--- config.mk ---
export PLATFORM = sky130hd
export DESIGN_NAME = pmc_ctrl
export DESIGN_NICKNAME = d
export VERILOG_FILES = /design/src/rtl/pmc_pkg.sv /design/src/rtl/pmc_ctrl.sv /design/src/rtl/pmc_seq_timer.sv
export VERILOG_INCLUDE_DIRS = /design/src /design/src/rtl
export SDC_FILE = /design/constraint.sdc
export NUM_CORES = 1
export LEC_CHECK = 0
export BUFFER_PORTS_ARGS = -buffer_cell sky130_fd_sc_hd__buf_2
export CAP_MARGIN = 20
export CORE_MARGIN = 1
export CORE_UTILIZATION = 30
export CTS_CLUSTER_DIAMETER = 150
export DETAILED_ROUTE_END_ITERATION = 8
export SYNTH_ARGS = -nofsm -noshare
export SYNTH_HDL_FRONTEND = slang
export SYNTH_SLANG_ARGS = --single-unit
--- constraint.sdc ---
create_clock -name clk_i -period 1.99 [get_ports clk_i]
set_input_delay 0.199 -clock clk_i [delete_from_list [all_inputs] [get_ports clk_i]]
set_output_delay 0.199 -clock clk_i [all_outputs]
set_load 0.005 [all_outputs]
--- src/rtl/pmc_defs.svh ---
// register offsets, field positions, reset values and timing counts of the
// power mode controller; included by the package user files by bare name
`ifndef PMC_DEFS_SVH
`define PMC_DEFS_SVH

`define PMC_ADDR_W        4
`define PMC_OFF_PWRCTL    4'h0
`define PMC_OFF_SLEEP     4'h4
`define PMC_OFF_CLKCTL    4'h8
`define PMC_OFF_STATUS    4'hC

`define PMC_IDLE_BIT      0
`define PMC_MODE_LSB      0
`define PMC_USB_EN_BIT    7
`define PMC_CRYSTAL_OSCILLATOR_STB_BIT  6
`define PMC_HFRC_STB_BIT  5
`define PMC_SYSCLK_BIT    0
`define PMC_LSCLK_BIT     1

`define PMC_MODE_RST      2'h0
`define PMC_SYSCLK_RST    1'h1
`define PMC_LSCLK_RST     1'h0

// power-down and power-up sequence lengths, ns
`define PMC_SHORT_SEQ_NS  40
`define PMC_LONG_SEQ_NS   200
`define PMC_CLK_NS        5
`define PMC_SHORT_CYC     ((`PMC_SHORT_SEQ_NS + `PMC_CLK_NS - 1) / `PMC_CLK_NS)
`define PMC_LONG_CYC      ((`PMC_LONG_SEQ_NS + `PMC_CLK_NS - 1) / `PMC_CLK_NS)
`define PMC_CNT_W         8

`endif

--- src/rtl/pmc_pkg.sv ---
// types of the power mode controller
// assumes pmc_defs.svh for the numeric constants
package pmc_pkg;

	typedef enum logic [1:0]
	{
		PMC_SEL_IDLE,
		PMC_SEL_CLKSTOP,
		PMC_SEL_REGOFF,
		PMC_SEL_DEEPOFF
	} pmc_sel_e;

	typedef enum logic [2:0]
	{
		PMC_ST_ACTIVE,
		PMC_ST_IDLE,
		PMC_ST_DOWN,
		PMC_ST_SLEEP,
		PMC_ST_UP,
		PMC_ST_XWAIT
	} pmc_state_e;

endpackage : pmc_pkg

--- src/rtl/pmc_ctrl.sv ---
// power mode controller: active mode and four power modes, wishbone slave
// assumes classic wishbone master, synchronous inputs on clk_i
// Summary of operation
// active plus four progressively deeper power modes
// idle trigger gates cpu clock until interrupt
// clock stop: fast oscillators off, slow kept
// clock stop/regulator off wake on reset/ext/timer
// regulator off: regulator, fast oscillators off
// deep off: all off, only ports wake
// pins hold direction and level while sleeping
// regulator off and deep off reset usb
// interrupt wake resumes, reset restarts program
// any enabled interrupt ends cpu idle
// wake restarts oscillators; rc until crystal stable
// mode field first, then idle trigger
// wake clears mode field and idle trigger
// nonzero mode field blocks port/timer interrupts
// entering power mode clears mode field
// firmware clears mode in wake handlers
// firmware disables non-wake interrupts first
// firmware waits crystal stable before sleeping
// firmware keeps active interval long enough
// deeper modes run short or long sequences
// idle trigger reads zero, writing one enters
// mode field two bits, idle..deep off
//
// The placing of the registers and the Wishbone register port were left to the implementer.
`include "pmc_defs.svh"

module pmc_ctrl
(
	input  wire logic                   clk_i,
	input  wire logic                   rst_i,
	// wishbone
	input  wire logic                   wb_cyc_i,
	input  wire logic                   wb_stb_i,
	input  wire logic                   wb_we_i,
	input  wire logic [`PMC_ADDR_W-1:0] wb_adr_i,
	input  wire logic [3:0]             wb_sel_i,
	input  wire logic [31:0]            wb_dat_i,
	output logic      [31:0]            wb_dat_o,
	output logic                        wb_ack_o,
	// wake and interrupt sources, oscillator stable flags
	input  wire logic                   irq_any_i,
	input  wire logic                   port_irq_i,
	input  wire logic                   timer_irq_i,
	input  wire logic                   crystal_oscillator_ready_i,
	input  wire logic                   hfrc_ready_i,
	// pins to retain
	input  wire logic [7:0]             pin_out_i,
	input  wire logic [7:0]             pin_oe_n_i,
	output logic      [7:0]             pin_out_o,
	output logic      [7:0]             pin_oe_n_o,
	// power and clock controls
	output logic                        cpu_clk_en_o,
	output logic                        periph_clk_en_o,
	output logic                        crystal_oscillator_en_o,
	output logic                        hfrc_en_o,
	output logic                        lsosc_en_o,
	output logic                        sleep_timer_en_o,
	output logic                        regulator_en_o,
	output logic                        sysclk_is_crystal_oscillator_o,
	output logic                        usb_rst_o,
	output logic                        wake_irq_en_o,
	output logic                        cpu_restart_o,
	output logic                        asleep_o
);

	typedef struct packed
	{
		pmc_pkg::pmc_state_e st;
		logic [1:0]          mode;
		logic [1:0]          target;
		logic                sysclk_sel;
		logic                lsclk_sel;
		logic                usb_en;
		logic                crystal_oscillator_was;
		logic                hfrc_was;
		logic [7:0]          pin_out;
		logic [7:0]          pin_oe_n;
		logic                ack;
		logic [31:0]         rdata;
		logic                restart;
	} pmc_ctrl_s;

	pmc_ctrl_s r;
	pmc_ctrl_s next_r;
	logic      tmr_load;
	logic [`PMC_CNT_W-1:0] tmr_count;
	logic      tmr_done;
	logic      wb_req;
	logic      wb_wr;
	logic      deep;

	// ------------------------------------------------------------
	// helpers
	// ------------------------------------------------------------
	function automatic logic wakes(input logic [1:0] sel, input logic port_irq,
		input logic timer_irq);
		wakes = port_irq || (timer_irq && sel != 2'(pmc_pkg::PMC_SEL_DEEPOFF));
	endfunction : wakes

	function automatic logic [`PMC_CNT_W-1:0] seq_len(input logic [1:0] sel);
		if (sel == 2'(pmc_pkg::PMC_SEL_CLKSTOP))
			seq_len = `PMC_CNT_W'(`PMC_SHORT_CYC);
		else
			seq_len = `PMC_CNT_W'(`PMC_LONG_CYC);
	endfunction : seq_len

	assign wb_req = wb_cyc_i && wb_stb_i && !r.ack;
	assign wb_wr  = wb_req && wb_we_i && wb_sel_i[0];
	assign deep   = r.target != 2'(pmc_pkg::PMC_SEL_IDLE);

	// ------------------------------------------------------------
	// next state
	// ------------------------------------------------------------
	always_comb
	begin
		next_r    = r;
		tmr_load  = 1'b0;
		tmr_count = seq_len(r.target);
		next_r.ack     = wb_req;
		next_r.restart = 1'b0;

		// register writes
		if (wb_wr && wb_adr_i == `PMC_OFF_SLEEP)
			next_r.mode = wb_dat_i[`PMC_MODE_LSB+:2];
		if (wb_wr && wb_adr_i == `PMC_OFF_SLEEP)
			next_r.usb_en = wb_dat_i[`PMC_USB_EN_BIT];
		if (wb_wr && wb_adr_i == `PMC_OFF_CLKCTL)
		begin
			next_r.sysclk_sel = wb_dat_i[`PMC_SYSCLK_BIT];
			next_r.lsclk_sel  = wb_dat_i[`PMC_LSCLK_BIT];
		end

		case (r.st)
			pmc_pkg::PMC_ST_ACTIVE:
			begin
				if (wb_wr && wb_adr_i == `PMC_OFF_PWRCTL && wb_dat_i[`PMC_IDLE_BIT])
				begin
					next_r.target = r.mode;
					next_r.pin_out  = pin_out_i;
					next_r.pin_oe_n = pin_oe_n_i;
					next_r.crystal_oscillator_was = r.sysclk_sel == 1'b0 || crystal_oscillator_ready_i;
					next_r.hfrc_was = 1'b1;
					if (r.mode == 2'(pmc_pkg::PMC_SEL_IDLE))
						next_r.st = pmc_pkg::PMC_ST_IDLE;
					else
					begin
						next_r.st = pmc_pkg::PMC_ST_DOWN;
						tmr_load  = 1'b1;
						tmr_count = seq_len(r.mode);
					end
				end
			end
			pmc_pkg::PMC_ST_IDLE:
			begin
				if (irq_any_i)
					next_r.st = pmc_pkg::PMC_ST_ACTIVE;
			end
			pmc_pkg::PMC_ST_DOWN:
			begin
				if (wakes(r.target, port_irq_i, timer_irq_i) && r.mode == 2'h0)
				begin
					next_r.st = pmc_pkg::PMC_ST_ACTIVE;
				end
				else if (tmr_done)
				begin
					next_r.st   = pmc_pkg::PMC_ST_SLEEP;
					next_r.mode = `PMC_MODE_RST;
					if (r.target[1])
						next_r.usb_en = 1'b0;
				end
			end
			pmc_pkg::PMC_ST_SLEEP:
			begin
				if (wakes(r.target, port_irq_i, timer_irq_i))
				begin
					next_r.st   = pmc_pkg::PMC_ST_UP;
					next_r.mode = `PMC_MODE_RST;
					tmr_load    = 1'b1;
				end
			end
			pmc_pkg::PMC_ST_UP:
			begin
				if (tmr_done)
					next_r.st = (r.sysclk_sel == 1'b0) ? pmc_pkg::PMC_ST_XWAIT
						: pmc_pkg::PMC_ST_ACTIVE;
			end
			pmc_pkg::PMC_ST_XWAIT:
			begin
				if (crystal_oscillator_ready_i)
					next_r.st = pmc_pkg::PMC_ST_ACTIVE;
			end
			default:
				next_r.st = pmc_pkg::PMC_ST_ACTIVE;
		endcase

		// read data
		next_r.rdata = 32'h0;
		if (wb_req)
		begin
			case (wb_adr_i)
				`PMC_OFF_PWRCTL: next_r.rdata = 32'h0;
				`PMC_OFF_SLEEP:
				begin
					next_r.rdata[`PMC_MODE_LSB+:2]   = r.mode;
					next_r.rdata[`PMC_USB_EN_BIT]   = r.usb_en;
					next_r.rdata[`PMC_CRYSTAL_OSCILLATOR_STB_BIT] = crystal_oscillator_ready_i;
					next_r.rdata[`PMC_HFRC_STB_BIT] = hfrc_ready_i;
				end
				`PMC_OFF_CLKCTL:
				begin
					next_r.rdata[`PMC_SYSCLK_BIT] = r.sysclk_sel;
					next_r.rdata[`PMC_LSCLK_BIT]  = r.lsclk_sel;
				end
				`PMC_OFF_STATUS: next_r.rdata[2:0] = r.st;
				default:         next_r.rdata = 32'h0;
			endcase
		end
	end

	always_ff @(posedge clk_i)
	begin
		if (rst_i)
		begin
			r            <= '0;
			r.st         <= pmc_pkg::PMC_ST_ACTIVE;
			r.sysclk_sel <= `PMC_SYSCLK_RST;
			r.lsclk_sel  <= `PMC_LSCLK_RST;
			r.restart    <= 1'b1;
		end
		else
			r <= next_r;
	end

	pmc_seq_timer u_tmr
	(
		.clk_i   (clk_i),
		.rst_i   (rst_i),
		.load_i  (tmr_load),
		.count_i (tmr_count),
		.done_o  (tmr_done)
	);

	// ------------------------------------------------------------
	// outputs
	// ------------------------------------------------------------
	logic active;
	logic sleeping;
	assign active   = r.st == pmc_pkg::PMC_ST_ACTIVE;
	assign sleeping = r.st == pmc_pkg::PMC_ST_SLEEP || r.st == pmc_pkg::PMC_ST_DOWN;

	assign wb_ack_o = r.ack;
	assign wb_dat_o = r.rdata;
	assign asleep_o = sleeping;
	assign cpu_restart_o  = r.restart;
	assign cpu_clk_en_o   = active || r.st == pmc_pkg::PMC_ST_XWAIT;
	assign periph_clk_en_o = !(r.st == pmc_pkg::PMC_ST_SLEEP);
	assign crystal_oscillator_en_o  = r.st == pmc_pkg::PMC_ST_SLEEP ? 1'b0
		: (r.st == pmc_pkg::PMC_ST_ACTIVE || r.st == pmc_pkg::PMC_ST_IDLE)
		? (r.sysclk_sel == 1'b0) : r.crystal_oscillator_was;
	assign hfrc_en_o  = r.st == pmc_pkg::PMC_ST_SLEEP ? 1'b0
		: (r.st == pmc_pkg::PMC_ST_UP) ? r.hfrc_was : 1'b1;
	assign lsosc_en_o = !(r.st == pmc_pkg::PMC_ST_SLEEP
		&& r.target == 2'(pmc_pkg::PMC_SEL_DEEPOFF));
	assign sleep_timer_en_o = lsosc_en_o;
	assign regulator_en_o   = !(r.st == pmc_pkg::PMC_ST_SLEEP && r.target[1]);
	assign sysclk_is_crystal_oscillator_o = r.sysclk_sel == 1'b0 && crystal_oscillator_ready_i
		&& r.st != pmc_pkg::PMC_ST_XWAIT;
	assign usb_rst_o      = !r.usb_en;
	assign wake_irq_en_o  = r.mode == 2'h0;
	assign pin_out_o  = (sleeping && deep) ? r.pin_out  : pin_out_i;
	assign pin_oe_n_o = (sleeping && deep) ? r.pin_oe_n : pin_oe_n_i;

	// ------------------------------------------------------------
	// checks
	// ------------------------------------------------------------
	a_idle_gates_cpu: assert property (@(posedge clk_i) disable iff (rst_i)
		r.st == pmc_pkg::PMC_ST_IDLE |-> !cpu_clk_en_o)
		else $error("cpu clock running in idle");
	a_idle_irq_wake: assert property (@(posedge clk_i) disable iff (rst_i)
		r.st == pmc_pkg::PMC_ST_IDLE && irq_any_i |=> active)
		else $error("idle not left on interrupt");
	a_clkstop_fast_off: assert property (@(posedge clk_i) disable iff (rst_i)
		r.st == pmc_pkg::PMC_ST_SLEEP |-> !crystal_oscillator_en_o && !hfrc_en_o)
		else $error("fast oscillator on while asleep");
	a_regoff_reg: assert property (@(posedge clk_i) disable iff (rst_i)
		r.st == pmc_pkg::PMC_ST_SLEEP && r.target == 2'h2 |-> !regulator_en_o
		&& sleep_timer_en_o)
		else $error("regulator off mode wrong");
	a_deep_all_off: assert property (@(posedge clk_i) disable iff (rst_i)
		r.st == pmc_pkg::PMC_ST_SLEEP && r.target == 2'h3 |-> !lsosc_en_o && !regulator_en_o)
		else $error("deep off mode wrong");
	a_deep_no_timer: assert property (@(posedge clk_i) disable iff (rst_i)
		!rst_i && r.st == pmc_pkg::PMC_ST_SLEEP && r.target == 2'h3 && !port_irq_i
		|=> r.st == pmc_pkg::PMC_ST_SLEEP)
		else $error("deep off woke without port");
	a_enter_clears: assert property (@(posedge clk_i) disable iff (rst_i)
		r.st == pmc_pkg::PMC_ST_DOWN ##1 r.st == pmc_pkg::PMC_ST_SLEEP |-> r.mode == 2'h0)
		else $error("mode not cleared on entry");
	a_block_irq: assert property (@(posedge clk_i) disable iff (rst_i)
		r.mode != 2'h0 |-> !wake_irq_en_o)
		else $error("wake interrupts open with mode set");
	a_usb_lost: assert property (@(posedge clk_i) disable iff (rst_i)
		r.st == pmc_pkg::PMC_ST_SLEEP && r.target[1] |-> usb_rst_o)
		else $error("usb kept in deep mode");
	a_idle_reads_zero: assert property (@(posedge clk_i) disable iff (rst_i)
		wb_req && !wb_we_i && wb_adr_i == `PMC_OFF_PWRCTL |=> wb_ack_o && wb_dat_o == 32'h0)
		else $error("idle trigger read nonzero");
	a_pins_hold: assert property (@(posedge clk_i) disable iff (rst_i)
		r.st == pmc_pkg::PMC_ST_SLEEP && deep && $stable(r.st) |-> $stable(pin_out_o))
		else $error("pins moved while asleep");
	a_active_all_on: assert property (@(posedge clk_i) disable iff (rst_i)
		active |-> cpu_clk_en_o && periph_clk_en_o && regulator_en_o && lsosc_en_o)
		else $error("supply or clock off in active mode");
	a_idle_periph_on: assert property (@(posedge clk_i) disable iff (rst_i)
		r.st == pmc_pkg::PMC_ST_IDLE |-> periph_clk_en_o && regulator_en_o && !asleep_o)
		else $error("peripherals stopped in cpu idle");
	a_clkstop_kept: assert property (@(posedge clk_i) disable iff (rst_i)
		r.st == pmc_pkg::PMC_ST_SLEEP && r.target == 2'h1
		|-> regulator_en_o && sleep_timer_en_o && lsosc_en_o)
		else $error("clock stop mode lost regulator or timer");
	a_sleep_wakes_up: assert property (@(posedge clk_i) disable iff (rst_i)
		r.st == pmc_pkg::PMC_ST_SLEEP && (port_irq_i || (timer_irq_i && r.target != 2'h3))
		|=> r.st == pmc_pkg::PMC_ST_UP && wake_irq_en_o)
		else $error("wake event not taken");
	a_down_blocks_irq: assert property (@(posedge clk_i) disable iff (rst_i)
		r.st == pmc_pkg::PMC_ST_DOWN && r.mode != 2'h0 |=> !active)
		else $error("power-down left while mode field set");
	a_usb_cleared: assert property (@(posedge clk_i) disable iff (rst_i)
		r.st == pmc_pkg::PMC_ST_DOWN && r.target[1] && r.mode != 2'h0 && tmr_done
		|=> usb_rst_o)
		else $error("usb kept on deep entry");
	a_up_fast_on: assert property (@(posedge clk_i) disable iff (rst_i)
		r.st == pmc_pkg::PMC_ST_UP |-> hfrc_en_o && regulator_en_o && !cpu_clk_en_o)
		else $error("power-up sequence wrong");
	a_xwait_on_rc: assert property (@(posedge clk_i) disable iff (rst_i)
		r.st == pmc_pkg::PMC_ST_XWAIT |-> hfrc_en_o && crystal_oscillator_en_o && !sysclk_is_crystal_oscillator_o)
		else $error("crystal used before stable");
	a_xwait_leaves: assert property (@(posedge clk_i) disable iff (rst_i)
		r.st == pmc_pkg::PMC_ST_XWAIT && crystal_oscillator_ready_i |=> active)
		else $error("crystal wait not left");
	a_no_restart: assert property (@(posedge clk_i) disable iff (rst_i)
		!$past(rst_i) |-> !cpu_restart_o)
		else $error("program restart without reset");
	a_pins_live: assert property (@(posedge clk_i) disable iff (rst_i)
		active |-> pin_out_o == pin_out_i && pin_oe_n_o == pin_oe_n_i)
		else $error("pins not following core while active");

endmodule : pmc_ctrl

--- src/rtl/pmc_seq_timer.sv ---
// down counter timing the power-down and power-up sequences
// assumes one clock, synchronous active-high reset
`include "pmc_defs.svh"

module pmc_seq_timer
(
	input  wire logic                  clk_i,
	input  wire logic                  rst_i,
	input  wire logic                  load_i,
	input  wire logic [`PMC_CNT_W-1:0] count_i,
	output logic                       done_o
);

	typedef struct packed
	{
		logic [`PMC_CNT_W-1:0] cnt;
	} pmc_tmr_s;

	pmc_tmr_s r;
	pmc_tmr_s next_r;

	always_comb
	begin
		next_r = r;
		if (load_i)
			next_r.cnt = count_i;
		else if (r.cnt != '0)
			next_r.cnt = r.cnt - `PMC_CNT_W'(1);
	end

	always_ff @(posedge clk_i)
	begin
		if (rst_i)
			r <= '0;
		else
			r <= next_r;
	end

	assign done_o = (r.cnt == '0) && !load_i;

endmodule : pmc_seq_timer

==> results by group <==
Clock network
  – Worst-Skew Late Latency: 300 ps
  – Hold_buf cts: 0
  – Htree depth: 2
  – TritonCTS clock tree: done
  – CTS max path bufs: 2
  – CTS Buf Count: 5
  – CTS clk-pin slew, worst paths: 90 ps
  – Clock Tree Root: clkbuf_8
  – Clk sinks: 44

Floorplanning
  – Die height: 91.6 um
  – I/O pin count: 127
  – Initial Util: 31.0%
  – Full die area: 8400 um2
  – Num rows: 32
  – Die width: 91.6 um
  – Core area: 7770 um2

STA
  – Final setup viols: 0
  – Worst slew margin: 65.8%
  – Worst clock skew: 8.61 ps
  – Max Slew Vio Count: 0
  – Final hold violation count: 0
  – Max Clk Rate: 528 MHz
  – Fin crit share: 95.1%
  – Final worst slack: 97.2 ps
  – Hold_ws: 105 ps
  – Final min period: 1890 ps
  – Least-Margin Pin Slew: 505 ps

Critical path
  – Worst r2r src: u_tmr.r[0]
  – Worst setup path startpoint: r[61]
  – Worst Setup End Kind: primary output
  – R2R depth: 8
  – CP arrival: 1690 ps
  – R2R setup slack: 180 ps
  – Startpoint Class: flip-flop
  – Worst-path fanout max: 16
  – Worst R2R End: r[60]
  – CP required: 1790 ps
  – Setup Crit Path Kind: flip-flop to primary output

Worst hold path
  – Hold Crit Endpoint: wb_dat_o[5]
  – Hold depth: 3
  – Min-delay src: hfrc_ready_i
  – Hold Crit Class: primary input to flip-flop

Placement
  – Port bufs: 68
  – Gpl congestion: 0.880
  – Post-Place Cells: 455
  – Post-DP HPWL: 4190 um
  – Dpl ws: 59.3 ps

Synthesis
  – YS warnings: 0
  – Post-synth top cells: 49 x nand2_1, 44 x dfxtp_1, 34 x buf_4
  – Async SR Flop Fraction: 0%
  – Synth cell types: 42
  – Area leader, netlist: dfxtp_1
  – Syn_area_per_cell: 8.31 um2
  – Top-area cell type share of the netlist area: 36.6%
  – Flops & latches, synth: 44
  – Mapped cell area: 2410 um2
  – Post-synthesis sequential area ratio: 36.6%
  – Cells taking the most area after synthesis: dfxtp_1 37%, buf_4 11%, mux2_2 8.9%
  – Top-count cell post-synth: nand2_1
  – Synth Flop Type: dfxtp_1
  – Number of synthesized flops with an enable pin: 0
  – Synth Instances: 290

Global routing
  – Largest net degree at the start of global routing: 20
  – Total grt overflow: 0
  – First-pass GRT wire length: 9240 um
  – Global-route usage over all layers: 13.9%
  – Initial antenna violation count: 0
  – Vias in the first global route: 1918

Detailed routing
  – Starting DRT DRC Count: 130
  – Detailed-route DRC error count: 0
  – Routed len/inst: 12.3 um
  – Final ANT Viol Nets: 0
  – Via count: 2155
  – DR pass1 iterations: 5
  – Drt total wl: 5690 um
  – Number of vias per cell: 4.65

Layout
  – Layout cells sized above 1: 34.3%
  – Antenna diodes: 0
  – Area of the multi-input gates: 1290 um2
  – Nets: 427
  – Area growth, synth to finish: 20.7%
  – Register area: 883 um2
  – Post-Layout Cell Count: 463
  – # fillers: 816

Power and ir drop
  – Pwr dens: 816 nW/um2
  – Total power draw: 2.37 mW
  – Worst VDD drop: 303 uV
  – Leak: 1.23 nW

Status
  – Status: complete, no violations

Job
  – Max Cap Viol: 0
-- cells by family after synthesis --
| family | count (synthesis) | share of synthesized area (%) |
|---|---|---|
| and+or+nand+nor | 107 | 21.9 |
| xor gates and xnor gates | 6 | 2.18 |
| buffers and inverters | 57 | 14.6 |
| adders and majority gates | 1 | 0.519 |
| AOI/OAI and AO/OA | 49 | 12.8 |
| other | 1 | 0.156 |
| DFF | 44 | 36.6 |
| muxes | 25 | 11.4 |
-- where the power goes --
group          switching, mW  internal [mW]
Clock                  0.326          0.245
Sequential             0.104          0.959
Combinational          0.398          0.342
Total                  0.828           1.55
-- timing repair --
action                                  4_1_cts  5_1_grt
pin swaps                                     0        1
buffers inserted                              0        0
endpoints found under the setup margin       16       21
resized for setup                             4        3
-- per-layer routing --
layer	GRT usage (%)	vias to the layer above	wire length, um
li1	-	1074	-
met1	17.7	976	2580
met2	22.7	96	2620
met3	3.48	9	394
met4	4.76	0	96
met5	0	-	0
-- cells in the final DEF, fill, tap and decap left out, types with 6 or more instances in the layout --
cell type  count
buf_2         68
nand2_1       48
dfxtp_1       42
a21oi_1       27
nor2_1        26
conb_1        26
mux2_2        19
inv_1         12
buf_4         12
nor3_1         6
mux2i_1        6
-- flip-flops by register name, summed over array words and instances, names as in the netlist --
register and cells:
r 28, u_tmr.r 8, wb_dat_o 6, cpu_restart_o 1, wb_ack_o 1
-- critical path: stages (launching register included) --
cell	delay, ps
dfxtp_2	380
inv_2	110
nand2_2	110
nor2_2	150
buf_12	170
mux2_2	340
buf_2	120
-- how the worst max path moves through the flow --
stage / endpoint / slack, ps / depth (start not counted)
floorplan: pin_oe_n_o[0] / 140 / 5
global placement: r[59] / 110 / 7
detailed placement: r[59] / 60 / 7
CTS: r[59] / 40 / 7
global route: pin_oe_n_o[5] / -2 / 6
finish: pin_out_o[0] / 100 / 6
-- area by class of cell --
class	count	share of cell area [%]
Clock buffer	5	2.37
Tap cell	102	4.39
Clock inverter	3	0.645
Timing Repair Buffer	82	16.2
Inverter	13	1.68
Multi-Input combinational cell	214	44.4
Sequential cell	44	30.4
-- metrics by stage --
step | TNS, ps | util [%] | instance area [um2]
after global placement | 0 | 36.0 | 2800
final | 0 | 37.4 | 2910
after CTS | 0 | 37.2 | 2890
after global routing | -2.97 | 37.4 | 2910
after floorplan | 0 | - | 2500
after detailed placement | 0 | 36.0 | 2800
Power figures use the tool's default switching activity.
